**config.mk**
```make
export PLATFORM = sky130hd
export DESIGN_NAME = mcc_top
export DESIGN_NICKNAME = d
export VERILOG_FILES = /design/src/mcc_pkg.sv /design/src/mcc_top.sv
export VERILOG_INCLUDE_DIRS = /design/src /design/src/src
export SDC_FILE = /design/constraint.sdc
export NUM_CORES = 1
export LEC_CHECK = 0
export ABC_AREA = 0
export BUFFER_PORTS_ARGS = -buffer_cell sky130_fd_sc_hd__buf_2
export CAP_MARGIN = 20
export CORE_AREA = 5 5 92 94
export CTS_BUF_LIST = sky130_fd_sc_hd__clkbuf_4 sky130_fd_sc_hd__clkbuf_8
export DETAILED_ROUTE_END_ITERATION = 16
export DIE_AREA = 0 0 97 99
export HOLD_SLACK_MARGIN = 0.02
export PLACE_DENSITY = 0.78
export SYNTH_ARGS = -nofsm -noshare
export SYNTH_HDL_FRONTEND = slang
export SYNTH_SLANG_ARGS = --single-unit
```
**constraint.sdc**
```tcl
create_clock -name i_clk -period 4.4 [get_ports i_clk]
set_clock_uncertainty 0.1 [all_clocks]
set_input_delay 0.44 -clock i_clk [delete_from_list [all_inputs] [get_ports i_clk]]
set_output_delay 0.44 -clock i_clk [all_outputs]
set_load 0.01 [all_outputs]
```
**src/mcc_regs.svh**
```systemverilog
`ifndef MCC_REGS_SVH
`define MCC_REGS_SVH

// Register indices; the byte address on the bus is four times the index
`define MCC_IDX_CTRL_A 6'h00
`define MCC_IDX_CTRL_B 6'h01
`define MCC_IDX_FREEZE 6'h02
`define MCC_IDX_STATE 6'h03
`define MCC_IDX_FAST_CTRL 6'h10
`define MCC_IDX_FAST_CTR 6'h11
`define MCC_IDX_FAST_SLOPE 6'h12
`define MCC_IDX_SLOW_CTRL 6'h18
`define MCC_IDX_ERR_BASE 6'h20

// Field positions
`define MCC_SYSTEM_CLOCK_OUTPUT_PIN_BIT 7
`define MCC_STBY_BIT 1
`define MCC_FUSE_LOCK_BIT 7
`define MCC_EXT_STABLE_BIT 7
`define MCC_SLOW_STABLE_BIT 5
`define MCC_FAST_STABLE_BIT 4

// Reset values
`define MCC_CTRL_B_RESET 8'h11

// Source select codes
`define MCC_SEL_FAST 2'h0
`define MCC_SEL_SLOW 2'h1
`define MCC_SEL_RSVD 2'h2
`define MCC_SEL_EXT 2'h3

// Source cycles counted before a clock gate opens
`define MCC_OSC_GATE_CYCLES 3'h4
`define MCC_EXT_GATE_CYCLES 3'h2

`endif

```
**src/mcc_pkg.sv**
```systemverilog
package mcc_pkg;

    // Source switch sequencer
    typedef enum logic [0:0] {
        SW_IDLE,
        SW_WAIT
    } mcc_sw_t;

    // Source index: 0 fast, 1 slow, 2 external
    typedef logic [1:0] mcc_src_t;

endpackage

```
**src/mcc_top.sv**
```systemverilog
// Overview of operation
// - Select field picks fast, slow or external source
// - Clock output bit drives clock onto pin
// - No pin clock in sleep unless used
// - Divider field sets prescaler ratio from table
// - Divider field changes at run time
// - Unprotected write is acked but changes nothing
// - All control and trim registers are protected
// - Slow oscillator also yields a 1 kHz tick
// - Slow output held four cycles after start-up
// - External request turns pin into clock input
// - External clock runs after two input cycles
// - Fuse picks 16 or 20 MHz and trims
// - Four signed frequency error bytes are readable
// - Error bytes: sign bit plus seven fraction bits
// - Prescaler off passes main clock undivided
// - Freeze bit locks controls until hardware reset
// - Pending flag reads one during source switch
// - Oscillator gate opens after four cycles; standby skips start-up
//
// The Wishbone interface to the registers is this design's own decision.
`timescale 1ns/100ps
`default_nettype none
`include "mcc_regs.svh"

module mcc_top
    import mcc_pkg::*;
#(
    parameter int SLOW_TO_1K_DIV = 32,
    parameter logic [5:0] CTR_TRIM_16M = 6'h20,
    parameter logic [5:0] CTR_TRIM_20M = 6'h20,
    parameter logic [3:0] SLOPE_TRIM_16M = 4'h8,
    parameter logic [3:0] SLOPE_TRIM_20M = 4'h8,
    parameter logic [7:0] ERR_16M_3V = 8'h00,
    parameter logic [7:0] ERR_16M_5V = 8'h00,
    parameter logic [7:0] ERR_20M_3V = 8'h00,
    parameter logic [7:0] ERR_20M_5V = 8'h00
) (
    input wire logic i_clk,
    input wire logic i_reset_n,
    input wire logic i_wb_cyc,
    input wire logic i_wb_stb,
    input wire logic i_wb_we,
    input wire logic [7:0] i_wb_adr,
    input wire logic [3:0] i_wb_sel,
    input wire logic [31:0] i_wb_dat,
    output logic o_wb_ack,
    output logic [31:0] o_wb_dat,
    input wire logic i_prot_window_open,
    input wire logic i_freq_20m_fuse,
    input wire logic i_cal_lock_fuse,
    input wire logic i_fast_osc_tick,
    input wire logic i_slow_osc_tick,
    input wire logic i_fast_analog_ready,
    input wire logic i_slow_analog_ready,
    input wire logic i_ext_clk_pin,
    input wire logic [2:0] i_periph_src_req,
    input wire logic i_sleep,
    input wire logic i_periph_uses_sysclk,
    output logic o_main_clk_en,
    output logic o_per_clk_en,
    output logic o_sysclk_out,
    output logic o_tick_1khz,
    output logic o_ext_pin_is_clock,
    output logic o_fast_osc_on,
    output logic o_slow_osc_on,
    output logic o_freq_20m,
    output logic [5:0] o_center_trim,
    output logic [3:0] o_slope_trim
);

    // Division ratio for a divider code; reserved codes divide by 2
    function automatic logic [6:0] div_ratio(input logic [3:0] code);
        case (code)
            4'h0: div_ratio = 7'h02;
            4'h1: div_ratio = 7'h04;
            4'h2: div_ratio = 7'h08;
            4'h3: div_ratio = 7'h10;
            4'h4: div_ratio = 7'h20;
            4'h5: div_ratio = 7'h40;
            4'h8: div_ratio = 7'h06;
            4'h9: div_ratio = 7'h0A;
            4'hA: div_ratio = 7'h0C;
            4'hB: div_ratio = 7'h18;
            4'hC: div_ratio = 7'h30;
            default: div_ratio = 7'h02;
        endcase
    endfunction

    logic ack_q;
    logic [31:0] rdat_q;
    logic system_clock_output_pin_en_q;
    logic [1:0] sel_req_q;
    mcc_src_t active_q;
    mcc_src_t target_q;
    mcc_sw_t sw_q;
    logic [3:0] div_q;
    logic pen_q;
    logic freeze_q;
    logic fast_stby_q;
    logic slow_stby_q;
    logic [5:0] ctr_trim_q;
    logic [3:0] slope_trim_q;
    logic fuse_lock_q;
    logic freq_20m_q;
    logic init_done_q;
    logic ext_s1_q;
    logic ext_s2_q;
    logic ext_s3_q;
    logic [2:0] gate_cnt_q [3];
    logic main_tick_q;
    logic per_en_q;
    logic [6:0] pcnt_q;
    logic system_clock_output_pin_q;
    logic [4:0] k1_cnt_q;
    logic tick_1k_q;
    logic ext_pin_q;

    // Bus request decode
    wire logic bus_req = i_wb_cyc && i_wb_stb && !ack_q;
    wire logic wr_en = bus_req && i_wb_we && i_wb_sel[0];
    wire logic [5:0] idx = i_wb_adr[7:2];
    wire logic [7:0] wd = i_wb_dat[7:0];
    wire logic is_ctrl_a = (idx == `MCC_IDX_CTRL_A);
    wire logic is_ctrl_b = (idx == `MCC_IDX_CTRL_B);
    wire logic is_freeze = (idx == `MCC_IDX_FREEZE);
    wire logic is_fast_ctrl = (idx == `MCC_IDX_FAST_CTRL);
    wire logic is_ctr = (idx == `MCC_IDX_FAST_CTR);
    wire logic is_slope = (idx == `MCC_IDX_FAST_SLOPE);
    wire logic is_slow_ctrl = (idx == `MCC_IDX_SLOW_CTRL);

    // Protected writes need the window; frozen registers refuse them
    wire logic prot_wr = wr_en && i_prot_window_open;
    wire logic main_wr_ok = prot_wr && !freeze_q;
    wire logic trim_locked = fuse_lock_q || (freeze_q && active_q == 2'h0);
    wire logic trim_wr_ok = prot_wr && !trim_locked;
    wire logic sel_wr = main_wr_ok && is_ctrl_a && sw_q == SW_IDLE
        && wd[1:0] != `MCC_SEL_RSVD && wd[1:0] != sel_req_q;

    // Source requests, start-up readiness, ticks and gate targets
    logic [2:0] src_req;
    logic [2:0] src_ready;
    logic [2:0] src_tick;
    logic [2:0] src_stable;
    logic [2:0] gate_need [3];
    assign src_req[0] = active_q == 2'h0 || (sw_q == SW_WAIT && target_q == 2'h0)
        || i_periph_src_req[0] || fast_stby_q;
    assign src_req[1] = active_q == 2'h1 || (sw_q == SW_WAIT && target_q == 2'h1)
        || i_periph_src_req[1] || slow_stby_q;
    assign src_req[2] = active_q == 2'h2 || (sw_q == SW_WAIT && target_q == 2'h2)
        || i_periph_src_req[2];
    assign src_ready[0] = i_fast_analog_ready || fast_stby_q;
    assign src_ready[1] = i_slow_analog_ready || slow_stby_q;
    assign src_ready[2] = 1'b1;
    assign src_tick[0] = i_fast_osc_tick;
    assign src_tick[1] = i_slow_osc_tick;
    assign src_tick[2] = ext_s2_q && !ext_s3_q && ext_pin_q;
    assign gate_need[0] = `MCC_OSC_GATE_CYCLES;
    assign gate_need[1] = `MCC_OSC_GATE_CYCLES;
    assign gate_need[2] = `MCC_EXT_GATE_CYCLES;
    assign src_stable[0] = (gate_cnt_q[0] == gate_need[0]);
    assign src_stable[1] = (gate_cnt_q[1] == gate_need[1]);
    assign src_stable[2] = (gate_cnt_q[2] == gate_need[2]);

    // Main clock comes from the active source only
    wire logic main_tick = src_tick[active_q] && src_stable[active_q];
    wire logic [6:0] ratio = div_ratio(div_q);

    // Register read mux; error bytes live above the control set
    logic [7:0] rd_mux;
    assign rd_mux =
        is_ctrl_a ? {system_clock_output_pin_en_q, 5'h00, sel_req_q} :
        is_ctrl_b ? {3'h0, div_q, pen_q} :
        is_freeze ? {7'h00, freeze_q} :
        (idx == `MCC_IDX_STATE) ? {src_stable[2], 1'b0, src_stable[1], src_stable[0],
            3'h0, sw_q == SW_WAIT} :
        is_fast_ctrl ? {6'h00, fast_stby_q, 1'b0} :
        is_ctr ? {2'h0, ctr_trim_q} :
        is_slope ? {fuse_lock_q, 3'h0, slope_trim_q} :
        is_slow_ctrl ? {6'h00, slow_stby_q, 1'b0} :
        (idx == `MCC_IDX_ERR_BASE) ? ERR_16M_3V :
        (idx == `MCC_IDX_ERR_BASE + 6'h01) ? ERR_16M_5V :
        (idx == `MCC_IDX_ERR_BASE + 6'h02) ? ERR_20M_3V :
        (idx == `MCC_IDX_ERR_BASE + 6'h03) ? ERR_20M_5V :
        8'h00;

    // Bus slave: one wait state, every address answered
    always_ff @(posedge i_clk or negedge i_reset_n) begin
        if (!i_reset_n) begin
            ack_q <= 1'b0;
            rdat_q <= 32'h0000_0000;
        end else begin
            ack_q <= bus_req;
            if (bus_req) begin
                rdat_q <= {24'h00_0000, rd_mux};
            end
        end
    end

    // Main control registers
    always_ff @(posedge i_clk or negedge i_reset_n) begin
        if (!i_reset_n) begin
            system_clock_output_pin_en_q <= 1'b0;
            sel_req_q <= `MCC_SEL_FAST;
            div_q <= 4'(`MCC_CTRL_B_RESET >> 1);
            pen_q <= 1'b1;
            freeze_q <= 1'b0;
            fast_stby_q <= 1'b0;
            slow_stby_q <= 1'b0;
        end else begin
            if (main_wr_ok && is_ctrl_a) begin
                system_clock_output_pin_en_q <= wd[`MCC_SYSTEM_CLOCK_OUTPUT_PIN_BIT];
            end
            if (sel_wr) begin
                sel_req_q <= wd[1:0];
            end
            if (main_wr_ok && is_ctrl_b) begin
                div_q <= wd[4:1];
                pen_q <= wd[0];
            end
            if (main_wr_ok && is_freeze && wd[0]) begin
                freeze_q <= 1'b1;
            end
            if (prot_wr && is_fast_ctrl) begin
                fast_stby_q <= wd[`MCC_STBY_BIT];
            end
            if (prot_wr && is_slow_ctrl) begin
                slow_stby_q <= wd[`MCC_STBY_BIT];
            end
        end
    end

    // Fuse capture after reset release, then trim writes
    always_ff @(posedge i_clk or negedge i_reset_n) begin
        if (!i_reset_n) begin
            init_done_q <= 1'b0;
            freq_20m_q <= 1'b0;
            fuse_lock_q <= 1'b0;
            ctr_trim_q <= 6'h00;
            slope_trim_q <= 4'h0;
        end else if (!init_done_q) begin
            init_done_q <= 1'b1;
            freq_20m_q <= i_freq_20m_fuse;
            fuse_lock_q <= i_cal_lock_fuse;
            ctr_trim_q <= i_freq_20m_fuse ? CTR_TRIM_20M : CTR_TRIM_16M;
            slope_trim_q <= i_freq_20m_fuse ? SLOPE_TRIM_20M : SLOPE_TRIM_16M;
        end else begin
            if (trim_wr_ok && is_ctr) begin
                ctr_trim_q <= wd[5:0];
            end
            if (trim_wr_ok && is_slope) begin
                slope_trim_q <= wd[3:0];
            end
        end
    end

    // Source switch sequencer
    always_ff @(posedge i_clk or negedge i_reset_n) begin
        if (!i_reset_n) begin
            sw_q <= SW_IDLE;
            active_q <= 2'h0;
            target_q <= 2'h0;
        end else begin
            case (sw_q)
                SW_IDLE: begin
                    if (sel_wr) begin
                        target_q <= (wd[1:0] == `MCC_SEL_EXT) ? 2'h2 : wd[1:0];
                        sw_q <= SW_WAIT;
                    end
                end
                SW_WAIT: begin
                    if (src_stable[target_q]) begin
                        active_q <= target_q;
                        sw_q <= SW_IDLE;
                    end
                end
                default: sw_q <= SW_IDLE;
            endcase
        end
    end

    // External pin synchroniser and pin function
    always_ff @(posedge i_clk or negedge i_reset_n) begin
        if (!i_reset_n) begin
            ext_s1_q <= 1'b0;
            ext_s2_q <= 1'b0;
            ext_s3_q <= 1'b0;
            ext_pin_q <= 1'b0;
        end else begin
            ext_s1_q <= i_ext_clk_pin;
            ext_s2_q <= ext_s1_q;
            ext_s3_q <= ext_s2_q;
            ext_pin_q <= src_req[2];
        end
    end

    // Clock gates: count source cycles after start-up
    always_ff @(posedge i_clk or negedge i_reset_n) begin
        if (!i_reset_n) begin
            for (int i = 0; i < 3; i++) begin
                gate_cnt_q[i] <= 3'h0;
            end
        end else begin
            for (int i = 0; i < 3; i++) begin
                if (!src_req[i]) begin
                    gate_cnt_q[i] <= 3'h0;
                end else if (src_ready[i] && src_tick[i] && gate_cnt_q[i] != gate_need[i]) begin
                    gate_cnt_q[i] <= gate_cnt_q[i] + 3'h1;
                end
            end
        end
    end

    // Prescaler; a shrunk ratio wraps at once
    always_ff @(posedge i_clk or negedge i_reset_n) begin
        if (!i_reset_n) begin
            main_tick_q <= 1'b0;
            per_en_q <= 1'b0;
            pcnt_q <= 7'h00;
        end else begin
            main_tick_q <= main_tick;
            per_en_q <= 1'b0;
            if (main_tick) begin
                if (!pen_q) begin
                    per_en_q <= 1'b1;
                    pcnt_q <= 7'h00;
                end else if (pcnt_q >= ratio - 7'h01) begin
                    per_en_q <= 1'b1;
                    pcnt_q <= 7'h00;
                end else begin
                    pcnt_q <= pcnt_q + 7'h01;
                end
            end
        end
    end

    // Clock output pin toggles on each peripheral clock
    wire logic system_clock_output_pin_allowed = system_clock_output_pin_en_q && (!i_sleep || i_periph_uses_sysclk);
    always_ff @(posedge i_clk or negedge i_reset_n) begin
        if (!i_reset_n) begin
            system_clock_output_pin_q <= 1'b0;
        end else if (!system_clock_output_pin_allowed) begin
            system_clock_output_pin_q <= 1'b0;
        end else if (per_en_q) begin
            system_clock_output_pin_q <= !system_clock_output_pin_q;
        end
    end

    // 1 kHz tick from the slow oscillator
    always_ff @(posedge i_clk or negedge i_reset_n) begin
        if (!i_reset_n) begin
            k1_cnt_q <= 5'h00;
            tick_1k_q <= 1'b0;
        end else begin
            tick_1k_q <= 1'b0;
            if (i_slow_osc_tick && src_stable[1]) begin
                if (k1_cnt_q == 5'(SLOW_TO_1K_DIV - 1)) begin
                    k1_cnt_q <= 5'h00;
                    tick_1k_q <= 1'b1;
                end else begin
                    k1_cnt_q <= k1_cnt_q + 5'h01;
                end
            end
        end
    end

    assign o_wb_ack = ack_q;
    assign o_wb_dat = rdat_q;
    assign o_main_clk_en = main_tick_q;
    assign o_per_clk_en = per_en_q;
    assign o_sysclk_out = system_clock_output_pin_q;
    assign o_tick_1khz = tick_1k_q;
    assign o_ext_pin_is_clock = ext_pin_q;
    assign o_fast_osc_on = src_req[0];
    assign o_slow_osc_on = src_req[1];
    assign o_freq_20m = freq_20m_q;
    assign o_center_trim = ctr_trim_q;
    assign o_slope_trim = slope_trim_q;
endmodule

`default_nettype wire

```
Word level (Yosys, flattened, before mapping)
Memories as Yosys holds them, arrays and structs flattened.
Index checks and enable logic that the tools add are counted.
{"block": "classes", "n_eq_ne": 27, "mux": 38, "add_sub_neg": 6, "n_reduce_logical": 55, "bitwise": 1, "order_cmp": 3}
{"cell": "$mux W8", "count": 7}
{"cell": "$logic_and A1 B1 Y1", "count": 32}
{"cell": "$eq A6 B5 Y1 const B", "count": 4}
{"cell": "$mux W3", "count": 6}
{"cell": "$mux W7", "count": 2}
{"cell": "$eq A6 B2 Y1 const B", "count": 2}
{"cell": "$logic_or A1 B1 Y1", "count": 12}
{"cell": "$mux W1", "count": 12}
{"cell": "$mux W6", "count": 2}
{"cell": "$ne A2 B1 Y1 const B", "count": 5}
{"cell": "$add A3 B1 Y3 const B", "count": 3}
{"cell": "$mux W4", "count": 2}
{"cell": "$add A7 B1 Y7 const B", "count": 1}
{"cell": "$ge A7 B7 Y1", "count": 1}
{"cell": "$sub A7 B1 Y7 const B", "count": 1}
{"cell": "$bmux W1 S2", "count": 3}
{"cell": "$eq A2 B2 Y1 const B", "count": 3}
{"cell": "$eq A3 B3 Y1 const B", "count": 2}
{"cell": "$eq A6 B1 Y1 const B", "count": 1}
{"cell": "$logic_not A1 Y1", "count": 6}
{"cell": "$logic_not A6 Y1", "count": 1}
{"cell": "$lt A2 B3 Y1 const B", "count": 2}
{"cell": "$ne A3 B3 Y1 const B", "count": 2}
{"cell": "$add A5 B1 Y5 const B", "count": 1}
{"cell": "other kinds (12)", "count": 17}
{"block": "word_totals", "register_bits": 67, "mem_count": 1, "elab_cells": 161, "input_bits": 62, "rom_bits": 96}
{"memory": "(name not given)", "depth": 16, "width": 6, "read_ports": 1, "rd_ports_with_merged_regs": 0, "write_ports": 0, "line_no": "mcc_top.sv:74", "rtl": "case (code)"}

Longest topological paths before layout
{"block": "depth", "depth_word": 12, "ltp_mapped": 16, "ltp_nobuf": 14}

Worst setup path after synthesis
No wires, ideal clock.
{"block": "synth_path", "path_kind": "reg2reg", "from": "register div_q[3]", "to": "register pcnt_q[0]", "path_stages_with_launch": 17, "arrival_ns": 3.214, "path_buffers": 2, "required_time_ns": 4.233, "path_slack_ns": 1.019, "setup_time_ns": 0.067, "path_cell_list": "dfstp_2 > clkbuf_1 > nor3b_1 > a211oi_1 > inv_1 > ha_1 > mux2i_1 > nor2_1 > a21oi_1 > o22a_1 > ha_1 > o2111ai_1 > o2111ai_1 > nor2_1 > and2_1 > clkbuf_1 > mux2_2"}
{"block": "synth_between", "elab_chain_len": 5}
{"item": "from (decl)", "line_no": "mcc_top.sv:97", "rtl": "logic [3:0] div_q;"}
{"item": "from (signal assigned)", "line_no": "mcc_top.sv:205", "rtl": "div_q <= 4'(`MCC_CTRL_B_RESET >> 1);"}
{"item": "from (signal assigned)", "line_no": "mcc_top.sv:218", "rtl": "div_q <= wd[4:1];"}
{"item": "$mem_v2 Z16 W6"}
{"item": "$sub A7 B1 Y7", "line_no": "mcc_top.sv:327", "rtl": "end else if (pcnt_q >= ratio - 7'h01) begin"}
{"item": "$ge A7 B7 Y1", "line_no": "mcc_top.sv:327"}
{"item": "$mux W7", "line_no": "mcc_top.sv:327"}
{"item": "$mux W7", "line_no": "mcc_top.sv:324", "rtl": "if (!pen_q) begin"}
{"item": "to (signal assigned)", "line_no": "mcc_top.sv:331", "rtl": "pcnt_q <= pcnt_q + 7'h01;"}
{"item": "to (decl)", "line_no": "mcc_top.sv:113", "rtl": "logic [6:0] pcnt_q;"}
No other way between the ends.
A chain may end at the register's enable or synchronous reset.

Final worst setup path
{"block": "layout_path", "from": "register div_q[3]", "to": "register pcnt_q[4]"}
Same word-level chain as after synthesis.

==> impl_metrics.ini <==
[status]
status = complete, no violations

[worst_setup_path]
arrival_ps = 3790
crit_type = reg2reg
critPathRequiredTime_ps = 4570
critPathMaxFanout = 9
cp-end-kind = flip-flop
startpoint_type = flip-flop

[die]
initial_core_util_pct = 49.1
dieWidth_um = 97
rows = 32
dieArea_mm2 = 0.00960
coreArea_mm2 = 0.00757
ios = 113
fp.dieH_um = 99

[global_routing]
antenna_found_initial = 0
grt_pass1_vias = 2859
grt_pass1_wl_mm = 13.6
grt_max_degree = 35
overflow = 0
grtUsageTotal_pct = 17.2

[routing]
wl_per_cell_um = 15.0
drt-vias-per-instance = 5.22
drt-initial-drc-count = 140
ant_nets = 0
firstDrtPassIters = 4
finalWirelength_mm = 8.14
num_vias = 2835
drc = 0

[layout]
fin_util_pct = 55.8
area_growth_pct = 13.5
antenna_cells = 0
seq_area_mm2 = 0.00165
num-nets-final = 514
multi_input_area_mm2 = 0.00184
drive_gt1_share_pct = 22.0
fill_cells = 672

[place]
port_buffers = 57
place.gp.congestion = 0.866
dpl.hpwl_mm = 6.10

[sta]
slew_viol_final = 0
worstMarginPinSlew_ps = 767
max_clock_freq_ghz = 0.276
relSlewSlack_pct = 48.7
rsz0062_at_grt = no
hold_viol_final = 0
setup-tns-final_ps = 0
finalSetupViolCount = 0
finalCriticalPeriod_ps = 3620
fin_crit_sh_pct = 82.3

[synth]
syn_area_per_cell_um2 = 9.86
syn_inst = 377
synth_top_area_share_pct = 43.1
ys_seq_area_share_pct = 44.5
yosys_warnings = 0
yosysTopAreaCell = dfrtp_1
synth_edf_count = 0
yosys_register_bits = 66
ys_top_cells_by_area = dfrtp_1, ha_1, buf_4
syn_area_mm2 = 0.00372
synth_ff_type = dfrtp_1
synth.distinct_cells = 57
ys_async_sr_fraction_pct = 100

[pwr]
leakage_nw = 2.05
powerDensity_mw_per_mm2 = 330
peakVddDrop_mv = 0.234

[clock_network]
cts_tree = built
cts_setup_buffers = 0
root_buffer = clkbuf_8
htree_levels = 3
cts_buffer_depth = 2
cts_resized = 0
cts_hold_buffers = 0
clock_latency_ps = 340
cts_sinks = 66
cts_buffers = 9
path_clk_slew_ps = 80

[worst_hold_path]
hp-class = in2async

[run]
cap_violations = 0
==> cells in the final DEF (no fill, tap or decap), types with 11 or more instances in the layout <==
| cell type | n |
|---|---|
| a21oi_1 | 13 |
| buf_2 | 57 |
| conb_1 | 27 |
| dfrtp_1 | 64 |
| ha_1 | 16 |
| inv_1 | 22 |
| mux2i_1 | 11 |
| nand2_1 | 29 |
| nand3_1 | 13 |
| nor2_1 | 34 |
| nor2b_1 | 13 |
==> registers in the layout (all words and copies together), names as in the netlist, 4 cells and up <==
name / flops
o_center_trim: 6
pcnt_q: 7
o_slope_trim: 4
o_wb_dat: 7
div_q: 4
gate_cnt_q: 9
k1_cnt_q: 5
==> cells in the mapped netlist, drive strengths merged (2+ instances only) <==
library cell  instances
nand3                13
nor3b                 2
conb                  2
o211ai                2
o21bai                2
a22o                  8
nor2                 34
a21o                  8
o31ai                 2
a21oi                13
or2                   3
nand3b                5
buf                  27
nor4                  2
mux2                 15
dfstp                 2
dfrtp                64
nand2b                6
o21ai                19
nand4                 3
nand2                29
nor2b                13
nor3                  5
o2111ai               3
mux2i                11
a31oi                 2
a211oi                4
a21boi                4
or4                   2
a32oi                 4
xnor2                 8
clkbuf                8
ha                   16
inv                  24
==> path summary, 6_finish.rpt <==
path	from	endpoint	slack (ps)	cells after the start
worst max-delay path	div_q[3]	pcnt_q[4]	780	14
worst min-delay path	i_reset_n	o_slope_trim[2]	50	1
worst max register to register	div_q[3]	pcnt_q[4]	780	14
worst min register to register	ext_s1_q	ext_s2_q	250	0
max in group asynchronous	i_reset_n	pen_q	3200	2
min in group i_clk	i_ext_clk_pin	ext_s1_q	110	1
==> layout make-up <==
type                            count  share of cell area (%)
Multi-Input combinational cell    277                    43.5
Sequential cell                    66                    39.2
Timing Repair Buffer               58                    6.94
Tap cell                          102                    3.02
Clock buffer                        9                    2.94
Clock inverter                      7                    2.22
Inverter                           24                    2.14
==> metrics by stage <==
step                power [W]  cell area (µm²)  setup slack (ps)  std cells  hold slack [ps]
floorplan            0.000799             3810              1020        402             44.4
detailed placement   0.000848             4000               833        527              240
global route          0.00146             4220               533        543             92.5
CTS                   0.00140             4220               795        543             66.0
finish                0.00139             4220               779        543             54.8
global placement     0.000839             4000               956        527              233
==> routing by layer <==
layer  GRT usage (%)  vias up  routed length [µm]
met3            3.61       14                 527
met4            8.75        0                 188
met5               0        -                   0
met1            21.5     1342                3530
met2            28.3       96                3890
li1                -     1383                   -
==> report_power, final <==
| part | leakage (nW) | internal (W) | switching [W] |
|---|---|---|---|
| clock | 0.105 | 0.000318 | 0.000238 |
| sequential | 0.867 | 0.000636 | 0.0000237 |
| combinational | 1.08 | 0.0000705 | 0.000107 |
==> critical path, stage by stage (launching register included) <==
cell       delay (ps)
dfstp_2           610
nor3b_1            90
a211oi_1          320
inv_1              80
ha_1              260
mux2i_1           130
nor2_1             90
a21oi_1            50
o22a_1            210
ha_1              320
o2111ai_1         220
o2111ai_1         140
nor2_1            370
and2_1            350
a22o_1            200
==> cells by family (layout without fill, tap and decap cells) <==
logic type / Yosys count / count (layout) / synth area share [%]
buffers and inverters: 59 / 98 / 8.59
flip-flops: 66 / 66 / 44.5
XOR/XNOR: 8 / 8 / 1.89
multiplexers: 26 / 26 / 7.71
AND/OR/NAND/NOR: 121 / 121 / 16.8
AO/OA/AOI/OAI: 79 / 79 / 14.9
adder cells (fa/ha/maj): 16 / 16 / 5.39
other: 2 / 27 / 0.202
(Power assumes the default switching activity.)
